[src/logic/ipl_pkg.sv]
// Package with register map, field layouts and sizes of the priority block.
package ipl_pkg;
    localparam int NumSrc = 16;
    localparam int NumSoft = 8;
    localparam int PriW = 4;
    localparam int NumPri = 16;
    localparam int VecW = 4;
    localparam int StackW = 5;
    // Register byte offsets.
    localparam logic [7:0] OffCtrl = 8'h00;
    localparam logic [7:0] OffAck = 8'h10;
    localparam logic [7:0] OffEoi = 8'h18;
    localparam logic [7:0] OffCurPri = 8'h08;
    localparam logic [7:0] OffSoft = 8'h20;
    localparam logic [7:0] OffPriSel0 = 8'h40;
    localparam logic [7:0] OffPriSel1 = 8'h44;
    localparam logic [7:0] OffEnable = 8'h60;
    localparam logic [7:0] OffIrqStat = 8'h70;
    localparam logic [7:0] OffIrqClr = 8'h74;
    localparam logic [7:0] OffIrqEn = 8'h78;
    localparam logic [7:0] OffStackDepth = 8'h7c;
    // Soft request register: set bits in 7:0, clear bits in 15:8.
    localparam int SoftSetLsb = 0;
    localparam int SoftClrLsb = 8;
    // Acknowledge register: vector in 3:0, valid in bit 31.
    localparam int AckValidBit = 31;
    // Status event bits.
    localparam int EvAck = 0;
    localparam int EvEoi = 1;
    localparam int EvOverflow = 2;
    localparam int EvUnderflow = 3;
    localparam int NumEv = 4;
    localparam logic [1:0] RespOkay = 2'h0;
    localparam logic [1:0] RespSlvErr = 2'h2;
    localparam logic [NumSrc-1:0] EnableReset = 16'h0000;
endpackage

[src/logic/ipl_controller.sv]
// Priority manager of a vectored interrupt controller with AXI4-Lite regs.
//
// Our own choices: the register offsets and the AXI4-Lite register port.
`timescale 1ns/1ps
module ipl_controller
    import ipl_pkg::*;
(
    // Clock and reset.
    input wire logic clk,
    input wire logic rst_b,
    // AXI4-Lite write address and data.
    input wire logic [7:0] awaddr,
    input wire logic awvalid,
    output logic awready,
    input wire logic [31:0] wdata,
    input wire logic [3:0] wstrb,
    input wire logic wvalid,
    output logic wready,
    // AXI4-Lite write response.
    output logic [1:0] bresp,
    output logic bvalid,
    input wire logic bready,
    // AXI4-Lite read.
    input wire logic [7:0] araddr,
    input wire logic arvalid,
    output logic arready,
    output logic [31:0] rdata,
    output logic [1:0] rresp,
    output logic rvalid,
    input wire logic rready,
    // Peripheral request pins.
    input wire logic [NumSrc-1:NumSoft] periphReq,
    // Processor request and summary interrupt.
    output logic cpuIrq,
    output logic irq
);
    ////////////////////////////////////////////////////////////////////////
    // State.
    typedef struct packed {
        logic [NumSrc-1:NumSoft] reqMeta;
        logic [NumSrc-1:NumSoft] reqSync;
        logic [PriW-1:0] curPri;
        logic [NumPri*PriW-1:0] stack;
        logic [StackW-1:0] depth;
        logic [NumSoft-1:0] softPend;
        logic [NumSrc*PriW-1:0] priSel;
        logic [NumSrc-1:0] enable;
        logic [NumEv-1:0] stat;
        logic [NumEv-1:0] statEn;
        logic awHeld;
        logic [7:0] awAddr;
        logic wHeld;
        logic [31:0] wData;
        logic [3:0] wStrb;
        logic bValid;
        logic [1:0] bResp;
        logic rValid;
        logic [31:0] rData;
        logic [1:0] rResp;
        logic cpuIrq;
    } ipl_state_t;

    ipl_state_t st_ff;
    ipl_state_t nxt_st;

    logic found;
    logic [VecW-1:0] winVec;
    logic [PriW-1:0] winPri;
    logic [NumSrc-1:0] allReq;

    // Soft requests take the low vectors, peripherals the rest.
    assign allReq = {st_ff.reqSync, st_ff.softPend} & st_ff.enable;

    ipl_arbiter uArb (
        .req(allReq),
        .current_priority_field(st_ff.priSel),
        .found(found),
        .winVec(winVec),
        .winPri(winPri)
    );

    ////////////////////////////////////////////////////////////////////////
    // Bus handshake outputs.
    assign awready = !st_ff.awHeld && !st_ff.bValid;
    assign wready = !st_ff.wHeld && !st_ff.bValid;
    // Reads wait while a write executes, so the saved-priority stack never
    // sees a pop and a push in the same cycle.
    assign arready = !st_ff.rValid && !(st_ff.awHeld && st_ff.wHeld);
    assign bvalid = st_ff.bValid;
    assign bresp = st_ff.bResp;
    assign rvalid = st_ff.rValid;
    assign rdata = st_ff.rData;
    assign rresp = st_ff.rResp;
    assign cpuIrq = st_ff.cpuIrq;
    assign irq = |(st_ff.stat & st_ff.statEn);

    ////////////////////////////////////////////////////////////////////////
    // Next state.
    always_comb begin
        logic [31:0] wd;
        logic [31:0] rd;
        logic [1:0] rr;
        logic [NumEv-1:0] ev;
        logic [NumEv-1:0] clr;
        logic [PriW-1:0] popVal;
        nxt_st = st_ff;
        wd = '0;
        rd = '0;
        rr = RespOkay;
        ev = '0;
        clr = '0;
        popVal = '0;
        // Pin synchronisers.
        nxt_st.reqMeta = periphReq;
        nxt_st.reqSync = st_ff.reqMeta;
        // Capture address and data in either order.
        if (awvalid && awready) begin
            nxt_st.awHeld = 1'b1;
            nxt_st.awAddr = awaddr;
        end
        if (wvalid && wready) begin
            nxt_st.wHeld = 1'b1;
            nxt_st.wData = wdata;
            nxt_st.wStrb = wstrb;
        end
        if (st_ff.bValid && bready) begin
            nxt_st.bValid = 1'b0;
        end
        if (st_ff.rValid && rready) begin
            nxt_st.rValid = 1'b0;
        end
        // Register write once both halves are held.
        if (st_ff.awHeld && st_ff.wHeld && !st_ff.bValid) begin
            wd = st_ff.wData;
            nxt_st.awHeld = 1'b0;
            nxt_st.wHeld = 1'b0;
            nxt_st.bValid = 1'b1;
            nxt_st.bResp = RespOkay;
            unique case (st_ff.awAddr)
                OffCurPri: begin
                    if (st_ff.wStrb[0]) begin
                        nxt_st.curPri = wd[PriW-1:0];
                    end
                end
                OffEoi: begin
                    // Any store pops; an empty stack restores zero.
                    if (st_ff.depth != '0) begin
                        popVal = st_ff.stack[(32'(st_ff.depth) - 1) * PriW
                            +: PriW];
                        nxt_st.depth = st_ff.depth - 1'b1;
                    end else begin
                        ev[EvUnderflow] = 1'b1;
                    end
                    nxt_st.curPri = popVal;
                    ev[EvEoi] = 1'b1;
                end
                OffSoft: begin
                    for (int i = 0; i < NumSoft; i++) begin
                        if (wd[SoftClrLsb + i]) begin
                            nxt_st.softPend[i] = 1'b0;
                        end
                    end
                    for (int i = 0; i < NumSoft; i++) begin
                        if (wd[SoftSetLsb + i]) begin
                            nxt_st.softPend[i] = 1'b1;
                        end
                    end
                end
                OffPriSel0: begin
                    nxt_st.priSel[31:0] = wd;
                end
                OffPriSel1: begin
                    nxt_st.priSel[63:32] = wd;
                end
                OffEnable: begin
                    nxt_st.enable = wd[NumSrc-1:0];
                end
                OffIrqClr: begin
                    clr = wd[NumEv-1:0];
                end
                OffIrqEn: begin
                    nxt_st.statEn = wd[NumEv-1:0];
                end
                OffCtrl, OffAck, OffIrqStat, OffStackDepth: begin
                end
                default: begin
                    nxt_st.bResp = RespSlvErr;
                end
            endcase
        end
        // Register read; an acknowledge read takes the winner.
        if (arvalid && arready) begin
            unique case (araddr)
                OffCtrl: rd = 32'(NumPri);
                OffCurPri: rd = 32'(st_ff.curPri);
                OffAck: begin
                    rd[VecW-1:0] = winVec;
                    rd[AckValidBit] = found;
                    // Push current priority, even if nothing is pending.
                    if (st_ff.depth < StackW'(NumPri)) begin
                        nxt_st.stack[32'(st_ff.depth) * PriW +: PriW] =
                            st_ff.curPri;
                        nxt_st.depth = st_ff.depth + 1'b1;
                    end else begin
                        ev[EvOverflow] = 1'b1;
                    end
                    if (found) begin
                        nxt_st.curPri = winPri;
                    end
                    ev[EvAck] = 1'b1;
                end
                OffSoft: begin
                    rd[SoftClrLsb +: NumSoft] = st_ff.softPend;
                end
                OffPriSel0: rd = st_ff.priSel[31:0];
                OffPriSel1: rd = st_ff.priSel[63:32];
                OffEnable: rd = 32'(st_ff.enable);
                OffIrqStat: rd = 32'(st_ff.stat);
                OffIrqEn: rd = 32'(st_ff.statEn);
                OffStackDepth: rd = 32'(st_ff.depth);
                OffEoi, OffIrqClr: rd = '0;
                default: rr = RespSlvErr;
            endcase
            nxt_st.rValid = 1'b1;
            nxt_st.rData = rd;
            nxt_st.rResp = rr;
        end
        // Request only when the winner beats the current priority.
        nxt_st.cpuIrq = found && (winPri > st_ff.curPri);
        // Sticky status, set wins over clear.
        nxt_st.stat = (st_ff.stat & ~clr) | ev;
        if (!rst_b) begin
            nxt_st = '0;
            nxt_st.enable = EnableReset;
        end
    end

    // Register the whole state.
    always_ff @(posedge clk) begin
        st_ff <= nxt_st;
    end
endmodule // ipl_controller

[src/logic/ipl_arbiter.sv]
// Priority arbiter that picks the highest-priority source, lowest vector on a tie.
`timescale 1ns/1ps
module ipl_arbiter
    import ipl_pkg::*;
(
    // Requests and priorities.
    input wire logic [NumSrc-1:0] req,
    input wire logic [NumSrc*PriW-1:0] current_priority_field,
    // Winner.
    output logic found,
    output logic [VecW-1:0] winVec,
    output logic [PriW-1:0] winPri
);
    // Scan from the top vector down so the lowest vector wins ties.
    always_comb begin
        found = 1'b0;
        winVec = '0;
        winPri = '0;
        for (int i = NumSrc - 1; i >= 0; i--) begin
            if (req[i] && current_priority_field[i*PriW +: PriW] != '0 &&
                (!found || current_priority_field[i*PriW +: PriW] >= winPri)) begin
                found = 1'b1;
                winVec = VecW'(i);
                winPri = current_priority_field[i*PriW +: PriW];
            end
        end
    end
endmodule // ipl_arbiter

[config.mk]
export PLATFORM = sky130hd
export DESIGN_NAME = ipl_controller
export DESIGN_NICKNAME = d
export VERILOG_FILES = /design/src/logic/ipl_pkg.sv /design/src/logic/ipl_controller.sv /design/src/logic/ipl_arbiter.sv
export SDC_FILE = /design/constraint.sdc
export NUM_CORES = 1
export LEC_CHECK = 0
export BUFFER_PORTS_ARGS = -buffer_cell sky130_fd_sc_hd__clkbuf_2
export CORE_MARGIN = 2
export CORE_UTILIZATION = 45
export DETAILED_ROUTE_END_ITERATION = 10
export HOLD_SLACK_MARGIN = 0.15
export PLACE_DENSITY = 0.64
export SLEW_MARGIN = 20
export SYNTH_ARGS = -nofsm -noshare
export SYNTH_HDL_FRONTEND = slang
export SYNTH_SLANG_ARGS = --single-unit
[constraint.sdc]
create_clock -name clk -period 28 [get_ports clk]
set_input_delay 5.6 -clock clk [delete_from_list [all_inputs] [get_ports clk]]
set_output_delay 5.6 -clock clk [all_outputs]
set_load 0.02 [all_outputs]
# Word-level counts from Yosys, hierarchy flattened
# Cells that the tools add are included.
[totals]
ff_bits = 267
elab_cells = 307
[classes]
addsub = 4
mux = 103
n_eq_ne = 22
order_cmp = 17
reduce_logical = 123
shifts = 3
bitwise_logic = 6
[op_table]
columns = ["op", "n"]
rows = [
  ["2-to-1 mux 4 bit", 38],
  ["2-to-1 mux 73 bit", 2],
  ["equality test 8 x 7 -> 1 bit, second input constant", 14],
  ["2-to-1 mux 93 bit", 1],
  ["2-to-1 mux 69 bit", 1],
  ["bitwise mux 64 bit", 1],
  ["2-to-1 mux 32 bit", 2],
  ["nonzero test 4 bit", 16],
  ["variable shift 4 x 34 -> 64 bit, first input constant", 1],
  ["variable part select 4 x 34 -> 64 bit", 1],
  ["variable part select 64 x 33 -> 4 bit", 1],
  [">= comparator 4 bit", 15],
  ["2-to-1 mux 1 bit", 44],
  ["logical AND 1 bit", 42],
  ["2-to-1 mux 35 bit", 1],
  ["negation 7 -> 34 bit", 1],
  ["equality test 8 x 5 -> 1 bit, second input constant", 4],
  ["one-hot mux 4 bit (8 select lines)", 1],
  ["one-hot mux 8 bit (4 select lines)", 1],
  ["one-hot mux 15 bit (2 select lines)", 1],
  ["AND reduction 3 bit", 9],
  ["OR reduction 12 bit", 2],
  ["logical NOT 1 bit", 20],
  ["one-hot mux 4 bit (5 select lines)", 1],
  ["other kinds (26)", 58],
]

# Longest topological paths before layout
# Gate-level depths: netlist of the first run.
[logic_depth]
ltp_word = 66
mapped_depth = 126

# Hierarchy
# A second synthesis of the first run with hierarchy kept.
[unflattened]
hier_cells = 1845
area_unflattened_um2 = 15255.9
[by_module_without_submodules]
columns = ["mod", "seq_area_each_um2", "area_per_inst_um2", "instances", "cells_each"]
rows = [
  ["ipl_controller", 5305.1, 11992.8, 1, 1392],
  ["ipl_arbiter", 0.0, 3263.1, 1, 453],
]

# Worst setup path before layout of the first run
# Ideal clock, no wire load.
[synth_timing]
path_kind = "register to register"
start = "register st_ff[108] (netlist name)"
end = "register st_ff (netlist bit cpuIrq)"
path_stages_with_launch = 123
arrival_ns = 21.852
period_less_slack_ns = 21.970
setup_slack_ns = 6.030
setup_ns = 0.118
cell_sequence = "dfxtp_1 and2_1 buf_2 nand2_1 ha_1 a211oi_1 o21ai_0 a21oi_1 mux2_2 ha_1 nor2b_1 o21ai_0 a211o_1 a221oi_2 o21bai_1 ha_1 a21oi_1 o21ai_0 (+87 left out) a21boi_1 a31o_1 buf_2 nor2_1 o21bai_1 ha_1 nand2b_1 a21o_1 a311oi_1 a21oi_4 buf_2 o31ai_1 a21oi_1 ha_1 nand3_1 o22ai_1 o221ai_1 nor2_1"
[synth_between]
elab_chain_cells = 65
[synth_rtl]
columns = ["item", "line", "text"]
rows = [
  ["start: declaration", "ipl_controller.sv:63", "ipl_state_t st_ff;"],
  ["start signal: assignment", "ipl_controller.sv:240", "st_ff <= nxt_st;"],
  ["AND 16 bit (*)", "ipl_controller.sv:72", "assign allReq = {st_ff.reqSync, st_ff.softPend} & st_ff.enable;"],
  ["logical AND 1 bit (*)", "ipl_arbiter.sv:20", "if (req[i] && current_priority_field[i*PriW +: PriW] != '0 &&"],
  ["2-to-1 mux 4 bit or 2-to-1 mux 1 bit (tied branches)", "ipl_arbiter.sv:20", ""],
  [">= comparator 4 bit or logical NOT 1 bit (tied branches)", "ipl_arbiter.sv:21", "(!found || current_priority_field[i*PriW +: PriW] >= winPri)) begin"],
  ["logical OR 1 bit", "ipl_arbiter.sv:21", ""],
  ["logical AND 1 bit", "ipl_arbiter.sv:20", ""],
  ["2-to-1 mux 4 bit or 2-to-1 mux 1 bit (tied branches)", "ipl_arbiter.sv:20", ""],
  [">= comparator 4 bit or logical NOT 1 bit (tied branches)", "ipl_arbiter.sv:21", ""],
  ["(+49 left out)", "--", ""],
  ["logical AND 1 bit", "ipl_arbiter.sv:20", ""],
  ["2-to-1 mux 4 bit or 2-to-1 mux 1 bit (tied branches)", "ipl_arbiter.sv:20", ""],
  [">= comparator 4 bit or logical NOT 1 bit (tied branches)", "ipl_arbiter.sv:21", ""],
  ["logical OR 1 bit", "ipl_arbiter.sv:21", ""],
  ["logical AND 1 bit", "ipl_arbiter.sv:20", ""],
  ["2-to-1 mux 4 bit", "ipl_arbiter.sv:20", ""],
  ["greater-than comparator 4 bit", "ipl_controller.sv:229", "nxt_st.cpuIrq = found && (winPri > st_ff.curPri);"],
  ["logical AND 1 bit (*)", "ipl_controller.sv:229", ""],
]
# Mark *: on every way between the ends. The rest lies on a longest branch, timed or not.
# A chain may end at the register's enable or synchronous reset.

# Final worst setup path of the first run
# Same ends and word-level chain as after synthesis.

==> impl_metrics.py, run 1 <==
metrics = {
    "status": {
        "status": "finished clean",
    },
    "clocking": {
        "clkTransAtPathRegs_ps": 60,
        "cts_tree": "done",
        "postCtsSetupRepairBufs": 0,
        "cts_resized": 0,
        "cts_sinks": 265,
        "ctsHoldBuffers": 0,
        "clockRootBuffer": "clkbuf_16",
        "clock_latency_ps": 560,
        "cts_buffer_depth": 3,
        "htreeDepth": 1,
        "cts_buffers": 29,
    },
    "worst_setup_path": {
        "crit_fanout": 17,
        "path_class": "reg -> reg",
        "endpoint_kind": "register",
        "arrival_ps": 26430,
        "cp.required_ps": 28440,
        "slowest_stage": "a211oi_1",
        "crit_top_cell": "ha_1",
        "cp-start-kind": "register",
        "slowest_delay_ps": 840,
    },
    "synthesis": {
        "syn_inst": 1846,
        "synth_edf_count": 0,
        "synth.distinct_cells": 103,
        "yosysWarningCount": 0,
        "async_flop_share": 0,
        "synth_seq_cells": 265,
        "syn_area_mm2": 0.0147,
        "yosysSeqAreaShare": 0.361,
        "syn_area_per_cell_um2": 7.96,
        "synth-main-ff-cell": "dfxtp_1",
    },
    "routing": {
        "wl_per_cell_um": 19.6,
        "routed_wirelength_mm": 45.7,
        "drtIter0Drc": 1320,
        "ant_nets": 0,
        "first_pass_iters": 5,
        "via_per_inst": 5.81,
        "drc_errors": 0,
        "via_count": 13500,
    },
    "timing": {
        "min_period_ps": 25990,
        "finalSetupViolCount": 0,
        "finalHoldViolCount": 0,
        "slew_headroom": 0.284,
        "skew_ps": 14.8,
        "tns_ps": 0,
        "hold_ws_ps": 434,
        "slew_viol_final": 0,
        "tightest_slew_ps": 1070,
        "fin_crit_sh": 0.928,
        "rsz0062_at_grt": "no",
        "fmax_mhz": 38.5,
    },
    "grt": {
        "antenna_found_initial": 0,
        "grt_max_degree": 108,
        "grt_pass1_vias": 12500,
        "grt_pass1_wl_mm": 71.1,
        "overflow": 0,
        "gr-usage-all-layers": 0.267,
    },
    "finish": {
        "utilization": 0.502,
        "final_common_cell": "nand2_1",
        "layout-drive-gt1-share": 0.134,
        "nFillCells": 3259,
        "diodes": 0,
        "syn_to_final_growth_pct": 10.5,
        "nets": 1991,
        "final_cell_mix": "nand2_1 (350), dfxtp_1 (265), a21oi_1 (225)",
    },
    "floorplanning": {
        "die_h_um": 185,
        "start_util": 0.454,
        "ios": 110,
        "design.core.area_mm2": 0.0324,
        "rows": 66,
        "die_w_um": 185,
        "die_area_mm2": 0.0341,
    },
    "pwr": {
        "p_per_area_mw_per_mm2": 51.3,
        "ir_drop_mv": 0.0406,
        "p_leak_nw": 5.99,
    },
    "placement": {
        "numPortBuffers": 104,
        "dp.final_hpwl_mm": 33.4,
        "gp_congestion": 0.925,
    },
    "run": {
        "max-cap-violations": 0,
    },
    "hold_path": {
        "hp-class": "reg -> reg",
    },
}
-- metal layers --
layer,GRT usage,vias to the layer above,wire (um)
met5,0,-,0
li1,-,6511,-
met4,0.109,0,1800
met3,0.0433,110,3640
met1,0.366,6418,20100
met2,0.419,501,20100
-- synthesized netlist by cell type, drive strengths merged (4+ instances only) --
cell / number / area share
nand2: 354 / 0.091
dfxtp: 265 / 0.36
a21oi: 228 / 0.079
nor2: 222 / 0.057
clkbuf: 89 / 0.023
mux2i: 61 / 0.042
ha: 57 / 0.049
inv: 55 / 0.014
buf: 43 / 0.020
o21ai: 32 / 0.012
and2: 31 / 0.013
nand3: 31 / 0.011
a211oi: 26 / 0.015
nor3: 24 / 0.0096
nor4: 24 / 0.013
nand2b: 23 / 0.010
mux4: 20 / 0.031
or3: 20 / 0.0085
a22oi: 16 / 0.0089
and3: 15 / 0.0067
o31ai: 14 / 0.0094
a21o: 12 / 0.0061
or4: 12 / 0.0066
a221oi: 11 / 0.0070
nand4: 11 / 0.0047
a31oi: 9 / 0.0053
mux2: 9 / 0.0074
nor3b: 9 / 0.0046
or2: 8 / 0.0034
a22o: 7 / 0.0042
nor2b: 7 / 0.0035
o21a: 7 / 0.0036
o221ai: 7 / 0.0042
o22ai: 7 / 0.0034
a211o: 5 / 0.0030
a31o: 5 / 0.0030
o21bai: 5 / 0.0026
xnor2: 5 / 0.0030
a21boi: 4 / 0.0028
a311o: 4 / 0.0027
nand3b: 4 / 0.0020
o31a: 4 / 0.0024
-- metrics by stage --
| step | instances | worst slack, ps | instance area (um^2) | total power, mW |
|---|---|---|---|---|
| 6_report | 2332 | 2010 | 16200 | 0.833 |
| 5_1_grt | 2332 | 64.5 | 16200 | 0.859 |
| 4_1_cts | 2332 | 2320 | 16200 | 0.837 |
| 3_5_place_dp | 2278 | 2490 | 15300 | 0.460 |
| 3_3_place_gp | 2278 | 2930 | 15300 | 0.459 |
| 2_1_floorplan | 1847 | 6030 | 14700 | 0.438 |
-- final cells by class --
| cell class | count | area [um^2] | area share |
|---|---|---|---|
| inverter | 55 | 211 | 0.0130 |
| clock inverter | 9 | 86.3 | 0.00532 |
| sequential | 265 | 5310 | 0.327 |
| tap | 442 | 553 | 0.0341 |
| clock buffer | 45 | 856 | 0.0527 |
| timing repair buffer | 121 | 648 | 0.0399 |
| multi-input combinational | 1395 | 8570 | 0.528 |
-- worst max-delay path, delay by kind of cell, from the launching register on --
family                     cells  cell delay [ps]
AOI/OAI and AO/OA             58            14290
adders and majority gates     16             4250
buffers and inverters          4              360
DFF                            1              420
muxes                          4             1480
and+or+nand+nor               35             5090
-- path summary, 6_finish.rpt --
| path | slack (ps) | endpoint | from | cells past startpoint |
|---|---|---|---|---|
| worst max-delay path | 2010 | cpuIrq$_SDFF_PN0_ | st_ff[108]$_SDFFE_PN0P_ | 117 |
| worst min-delay path | 430 | st_ff[261]$_SDFF_PN0_ | st_ff[269]$_SDFF_PN0_ | 1 |
| worst max register to register | 2010 | cpuIrq$_SDFF_PN0_ | st_ff[108]$_SDFFE_PN0P_ | 117 |
| worst min register to register | 430 | st_ff[261]$_SDFF_PN0_ | st_ff[269]$_SDFF_PN0_ | 1 |
-- report_power, final --
group | internal [mW] | total, mW | switching, mW
combinational | 0.0185 | 0.0573 | 0.0388
sequential | 0.385 | 0.395 | 0.0106
clock | 0.219 | 0.380 | 0.161
-- cell families (layout without fill, tap and decap cells) --
group	count (synthesis)	count (layout)	synth area share
multiplexers	90	90	0.0799
other	1	2	0.000255
buffers and inverters	187	230	0.0572
AO/OA/AOI/OAI	436	436	0.198
flip-flops	265	265	0.361
adder cells (fa/ha/maj)	57	57	0.0486
AND/OR/NAND/NOR	802	802	0.250
XOR/XNOR	8	8	0.00477
(Power assumes the default switching activity.)
==> run 2, diff against run 1 <==
--- a/config.mk
+++ b/config.mk
@@ -5,12 +5,13 @@
 export SDC_FILE = /design/constraint.sdc
 export NUM_CORES = 1
 export LEC_CHECK = 0
+export ABC_AREA = 1
 export BUFFER_PORTS_ARGS = -buffer_cell sky130_fd_sc_hd__clkbuf_2
 export CORE_MARGIN = 2
-export CORE_UTILIZATION = 45
+export CORE_UTILIZATION = 61
 export DETAILED_ROUTE_END_ITERATION = 10
 export HOLD_SLACK_MARGIN = 0.15
-export PLACE_DENSITY = 0.64
+export PLACE_DENSITY = 0.82
 export SLEW_MARGIN = 20
 export SYNTH_ARGS = -nofsm -noshare
 export SYNTH_HDL_FRONTEND = slang
==> impl_metrics.py, run 2 <==
metrics = {
    "synthesis": {
        "synth_seq_cells": 265,
        "yosysTopAreaCellShare": 0.374,
        "async_flop_share": 0,
        "ys_top_cells_by_area": "dfxtp_1 (37%), o21ai_0 (11%), nand2_1 (8.2%), a21oi_1 (7.1%), inv_1 (6.8%)",
        "synth.distinct_cells": 46,
        "syn_area_mm2": 0.0142,
        "synth_edf_count": 0,
        "synth-main-ff-cell": "dfxtp_1",
        "yosysMostFrequentCell": "o21ai_0",
        "syn_area_per_cell_um2": 6.94,
        "netlist_top_cells_count": "o21ai_0 (322), nand2_1 (309), dfxtp_1 (265)",
        "yosysWarningCount": 0,
        "yosys.area.top_type": "dfxtp_1",
        "syn_inst": 2042,
        "yosysSeqAreaShare": 0.374,
    },
    "clocking": {
        "cts_buffers": 28,
        "ctsHoldBuffers": 0,
        "postCtsSetupRepairBufs": 0,
        "htreeDepth": 1,
        "cts_tree": "done",
        "cts_sinks": 265,
        "clkTransAtPathRegs_ps": 60,
        "clock_latency_ps": 560,
        "clockRootBuffer": "clkbuf_16",
        "cts_resized": 0,
        "cts_buffer_depth": 3,
    },
    "placement": {
        "dp.cells": 2325,
        "postPlaceCellArea_mm2": 0.0146,
        "dp.final_hpwl_mm": 29.9,
        "numPortBuffers": 104,
        "gp_congestion": 0.957,
    },
    "routing": {
        "ant_nets": 0,
        "via_per_inst": 5.87,
        "wl_met1_mm": 18.0,
        "drc_errors": 0,
        "via_count": 13900,
        "wl_per_cell_um": 17.4,
        "routed_wirelength_mm": 41.4,
        "dr_wl_met3_mm": 3.66,
        "first_pass_iters": 8,
        "drtIter0Drc": 1267,
        "routed-wl-met2_mm": 18.1,
        "highest_layer": "met4",
    },
    "floorplanning": {
        "die_area_mm2": 0.0245,
        "start_util": 0.624,
        "design.core.area_mm2": 0.0227,
        "die_w_um": 156,
        "die_h_um": 156,
        "rows": 55,
        "ios": 110,
    },
    "pwr": {
        "power_frac_comb": 0.067,
        "switchingPower_mw": 0.199,
        "p_sw_frac": 0.248,
        "ir_drop_mv": 0.0428,
        "p_per_area_mw_per_mm2": 51.9,
        "total_power_mw": 0.801,
        "pwr-share-seq": 0.494,
        "p_leak_nw": 6.47,
        "clkPwrFrac": 0.439,
        "internal-power_mw": 0.602,
    },
    "timing": {
        "fmax_mhz": 48.9,
        "tns_ps": 0,
        "fin_crit_sh": 0.731,
        "slew_viol_final": 0,
        "tightest_slew_ps": 981,
        "finalSetupViolCount": 0,
        "skew_ps": 26.6,
        "min_period_ps": 20460,
        "finalHoldViolCount": 0,
        "slew_headroom": 0.342,
        "rsz0062_at_grt": "no",
    },
    "worst_setup_path": {
        "endpoint_kind": "register",
        "arrival_ps": 20870,
        "cp.required_ps": 28410,
        "r2r_slack_ps": 7540,
        "slowest_delay_ps": 520,
        "path_class": "reg -> reg",
        "crit_fanout": 11,
        "crit_top_cell": "nand2_1",
        "slowest_stage": "o311ai_0",
        "cp-start-kind": "register",
    },
    "status": {
        "status": "finished clean",
    },
    "finish": {
        "utilization": 0.680,
        "final_common_cell": "o21ai_0",
        "layout-drive-gt1-share": 0.113,
        "final_cell_mix": "o21ai_0 (322), nand2_1 (309), dfxtp_1 (265)",
        "nets": 2194,
        "diodes": 0,
        "syn_to_final_growth_pct": 8.97,
        "fin_area_mm2": 0.0155,
        "nFillCells": 2030,
        "final_cells": 2374,
    },
    "grt": {
        "gr-usage-all-layers": 0.336,
        "overflow": 0,
        "grt_max_degree": 141,
        "grt_pass1_vias": 12600,
        "grt_pass1_wl_mm": 65.6,
        "antenna_found_initial": 0,
    },
    "hold_path": {
        "hp-class": "reg -> reg",
    },
    "run": {
        "max-cap-violations": 0,
    },
}
## run 2: changes by cell type after synthesis, sizes merged, moves of 23 or more
cell    delta
nor3      +31
nand2b    -23
and2      -28
nand3     +33
a21oi     -23
inv      +209
o21ai    +291
mux2i     -61
## run 2: layout make-up
cell class              count  area, um^2  share of cell area
multi-input cells        1383        7250               0.469
flip-flops and latches    265        5310               0.343
inverters                 270        1020              0.0657
clock buffers              41         810              0.0524
repair buffers            122         662              0.0428
well taps                 285         357              0.0231
clock inverters             8        57.6             0.00372
## run 2: path summary, 6_finish.rpt
path              depth (start not counted)               startpoint                     to
setup / recovery                        152  st_ff[108]$_SDFFE_PN0P_      cpuIrq$_SDFF_PN0_
hold / removal                            2    st_ff[264]$_SDFF_PN0_  st_ff[256]$_SDFF_PN0_
setup reg to reg                        152  st_ff[108]$_SDFFE_PN0P_      cpuIrq$_SDFF_PN0_
hold reg to reg                           2    st_ff[264]$_SDFF_PN0_  st_ff[256]$_SDFF_PN0_
## run 2: power groups by stage
stage / combinational [mW] / clock [mW] / sequential, mW
after floorplan: 0.0371 / 0 / 0.400
after global placement: 0.0509 / 0 / 0.404
after detailed placement: 0.0522 / 0 / 0.404
after CTS: 0.0526 / 0.355 / 0.396
after global routing: 0.0595 / 0.369 / 0.397
final: 0.0534 / 0.352 / 0.396
## run 2: routing by layer
metal  vias to the layer above  GRT usage
met5                         -          0
met3                       104     0.0667
met2                       629      0.524
li1                       6831          -
met4                         0      0.132
met1                      6376      0.458
## run 2: critical path: cells and delay by family (launching register included)
family / cells / cell delay, ps
simple gates: 78 / 7180
compound gates: 43 / 7080
fa+ha+maj: 16 / 4650
buf+inv: 15 / 840
flops: 1 / 470
## run 2: per-stage QoR
stage / worst slack [ps] / hold WS, ps
2_1_floorplan: 11050 / 390
3_3_place_gp: 8480 / 398
3_5_place_dp: 7900 / 404
4_1_cts: 7860 / 417
5_1_grt: 5200 / 430
6_report: 7540 / 413
## run 2: cells by family after synthesis
family          synth area share
compound gates             0.244
xor+xnor                 0.00247
fa+ha+maj                 0.0503
buf+inv                    0.116
flops                      0.374
other cells             0.000264
simple gates               0.213
==> run 3, diff against run 2 <==
--- a/config.mk
+++ b/config.mk
@@ -8,10 +8,10 @@
 export ABC_AREA = 1
 export BUFFER_PORTS_ARGS = -buffer_cell sky130_fd_sc_hd__clkbuf_2
 export CORE_MARGIN = 2
-export CORE_UTILIZATION = 61
+export CORE_UTILIZATION = 55
 export DETAILED_ROUTE_END_ITERATION = 10
 export HOLD_SLACK_MARGIN = 0.15
-export PLACE_DENSITY = 0.82
+export PLACE_DENSITY = 0.78
 export SLEW_MARGIN = 20
 export SYNTH_ARGS = -nofsm -noshare
 export SYNTH_HDL_FRONTEND = slang
==> constraint.sdc (replaced) <==
create_clock -name clk -period 17.9 [get_ports clk]
set_input_delay 3.58 -clock clk [delete_from_list [all_inputs] [get_ports clk]]
set_output_delay 3.58 -clock clk [all_outputs]
set_load 0.02 [all_outputs]
==> impl_metrics.py, run 3 (same netlist as run 2, synthesis figures left out) <==
metrics = {
    "floorplanning": {
        "die_h_um": 165,
        "ios": 110,
        "start_util": 0.561,
        "die_area_mm2": 0.0271,
        "die_w_um": 165,
        "design.core.area_mm2": 0.0253,
        "rows": 58,
    },
    "routing": {
        "drc_errors": 0,
        "routed_wirelength_mm": 44.8,
        "first_pass_iters": 9,
        "via_per_inst": 5.83,
        "drtIter0Drc": 1642,
        "wl_per_cell_um": 17.9,
        "ant_nets": 0,
        "via_count": 14600,
    },
    "finish": {
        "final_common_cell": "nand2_1",
        "layout-drive-gt1-share": 0.197,
        "nets": 2285,
        "syn_to_final_growth_pct": 18.7,
        "final_cell_mix": "nand2_1 (269), o21ai_0 (265), dfxtp_1 (261)",
        "diodes": 0,
    },
    "worst_setup_path": {
        "cp-start-kind": "register",
        "path_class": "reg -> reg",
        "arrival_ps": 17650,
        "r2r_slack_ps": 690,
        "crit_top_cell": "nand2_2",
        "r2r_end": "cpuIrq$_SDFF_PN0_",
        "endpoint_kind": "register",
        "crit_fanout": 7,
        "slowest_stage": "dfxtp_1",
        "r2r_start": "st_ff[171]$_SDFFE_PN0P_",
        "r2r_cells": 149,
        "cp.required_ps": 18340,
        "slowest_delay_ps": 350,
    },
    "hold_path": {
        "worstHoldEndpoint": "st_ff[261]$_SDFF_PN0_",
        "hp-class": "reg -> reg",
        "hold_depth": 2,
        "hold_start": "st_ff[269]$_SDFF_PN0_",
    },
    "timing": {
        "slew_headroom": 0.375,
        "finalSetupViolCount": 0,
        "min_period_ps": 17210,
        "rsz0062_at_grt": "yes",
        "tns_ps": 0,
        "hold_ws_ps": 415,
        "fmax_mhz": 58.1,
        "skew_ps": 16.3,
        "tightest_slew_ps": 937,
        "fin_crit_sh": 0.961,
        "slew_viol_final": 0,
        "finalHoldViolCount": 0,
    },
    "clocking": {
        "cts_buffer_depth": 3,
        "ctsHoldBuffers": 0,
        "clockRootBuffer": "clkbuf_16",
        "htreeDepth": 1,
        "cts_sinks": 265,
        "cts_tree": "done",
        "clkTransAtPathRegs_ps": 60,
        "clock_latency_ps": 560,
        "cts_buffers": 28,
    },
    "status": {
        "status": "finished clean",
    },
    "grt": {
        "grt_max_degree": 101,
        "grt_pass1_vias": 13200,
        "gr-usage-all-layers": 0.317,
        "antenna_found_initial": 2,
        "grt_pass1_wl_mm": 68.1,
        "overflow": 0,
    },
    "run": {
        "max-cap-violations": 0,
    },
    "pwr": {
        "total_power_mw": 1.28,
        "ir_drop_mv": 0.0802,
        "p_leak_nw": 7.01,
        "p_per_area_mw_per_mm2": 76.2,
    },
    "placement": {
        "dp.final_hpwl_mm": 31.2,
        "gp_congestion": 0.917,
        "numPortBuffers": 104,
    },
}
## run 3: layout make-up
type,instances,area [um^2]
clock buffer,42,825
clock inverter,5,75.1
fill,2184,8430
inverter,270,1020
multi-input combinational,1384,7850
sequential,265,5310
tap,330,413
timing repair buffer,212,1340
## run 3: critical path, delay by kind of cell, from the launching register on
family	cells	cell delay, ps
simple gates	76	6290
compound gates	42	5230
fa+ha+maj	16	4210
buf+inv	15	940
flops	1	350
## run 3: worst max path at each step
stage / start / end
floorplan: st_ff[172]$_SDFFE_PN0P_ / cpuIrq$_SDFF_PN0_
global placement: st_ff[108]$_SDFFE_PN0P_ / cpuIrq$_SDFF_PN0_
detailed placement: st_ff[108]$_SDFFE_PN0P_ / cpuIrq$_SDFF_PN0_
CTS: st_ff[108]$_SDFFE_PN0P_ / cpuIrq$_SDFF_PN0_
global route: st_ff[108]$_SDFFE_PN0P_ / cpuIrq$_SDFF_PN0_
finish: st_ff[171]$_SDFFE_PN0P_ / cpuIrq$_SDFF_PN0_
## run 3: layer usage
metal	share of wire	track usage	up-vias	wire length, um
li1	-	-	7022	-
met1	0.43	0.433	6749	19100
met2	0.45	0.496	707	20000
met3	0.091	0.0625	139	4100
met4	0.037	0.122	2	1650
met5	0.00029	0	-	13
## run 3: where the power goes
part	internal, mW	switching [mW]
Clock	0.343	0.236
Combinational	0.0247	0.0601
Sequential	0.606	0.0129
Total	0.973	0.309
## run 3: through the flow
| step | cell area, um^2 | setup WS [ps] | utilization | instances |
|---|---|---|---|---|
| 6_report | 16800 | 691 | 0.666 | 2508 |
| 5_1_grt | 16800 | -672 | 0.666 | 2508 |
| 4_1_cts | 16200 | 26.1 | 0.641 | 2493 |
| 3_5_place_dp | 15200 | -1170 | 0.601 | 2444 |
| 3_3_place_gp | 15200 | -409 | 0.601 | 2444 |
| 2_1_floorplan | 14200 | 946 | - | 2043 |
## run 3: what timing repair did
action                                  4_1_cts  5_1_grt
pin swaps                                     8      109
cloned                                        1        0
resized for setup                            45      147
buffers inserted                              1       16
endpoints found under the setup margin       10       10
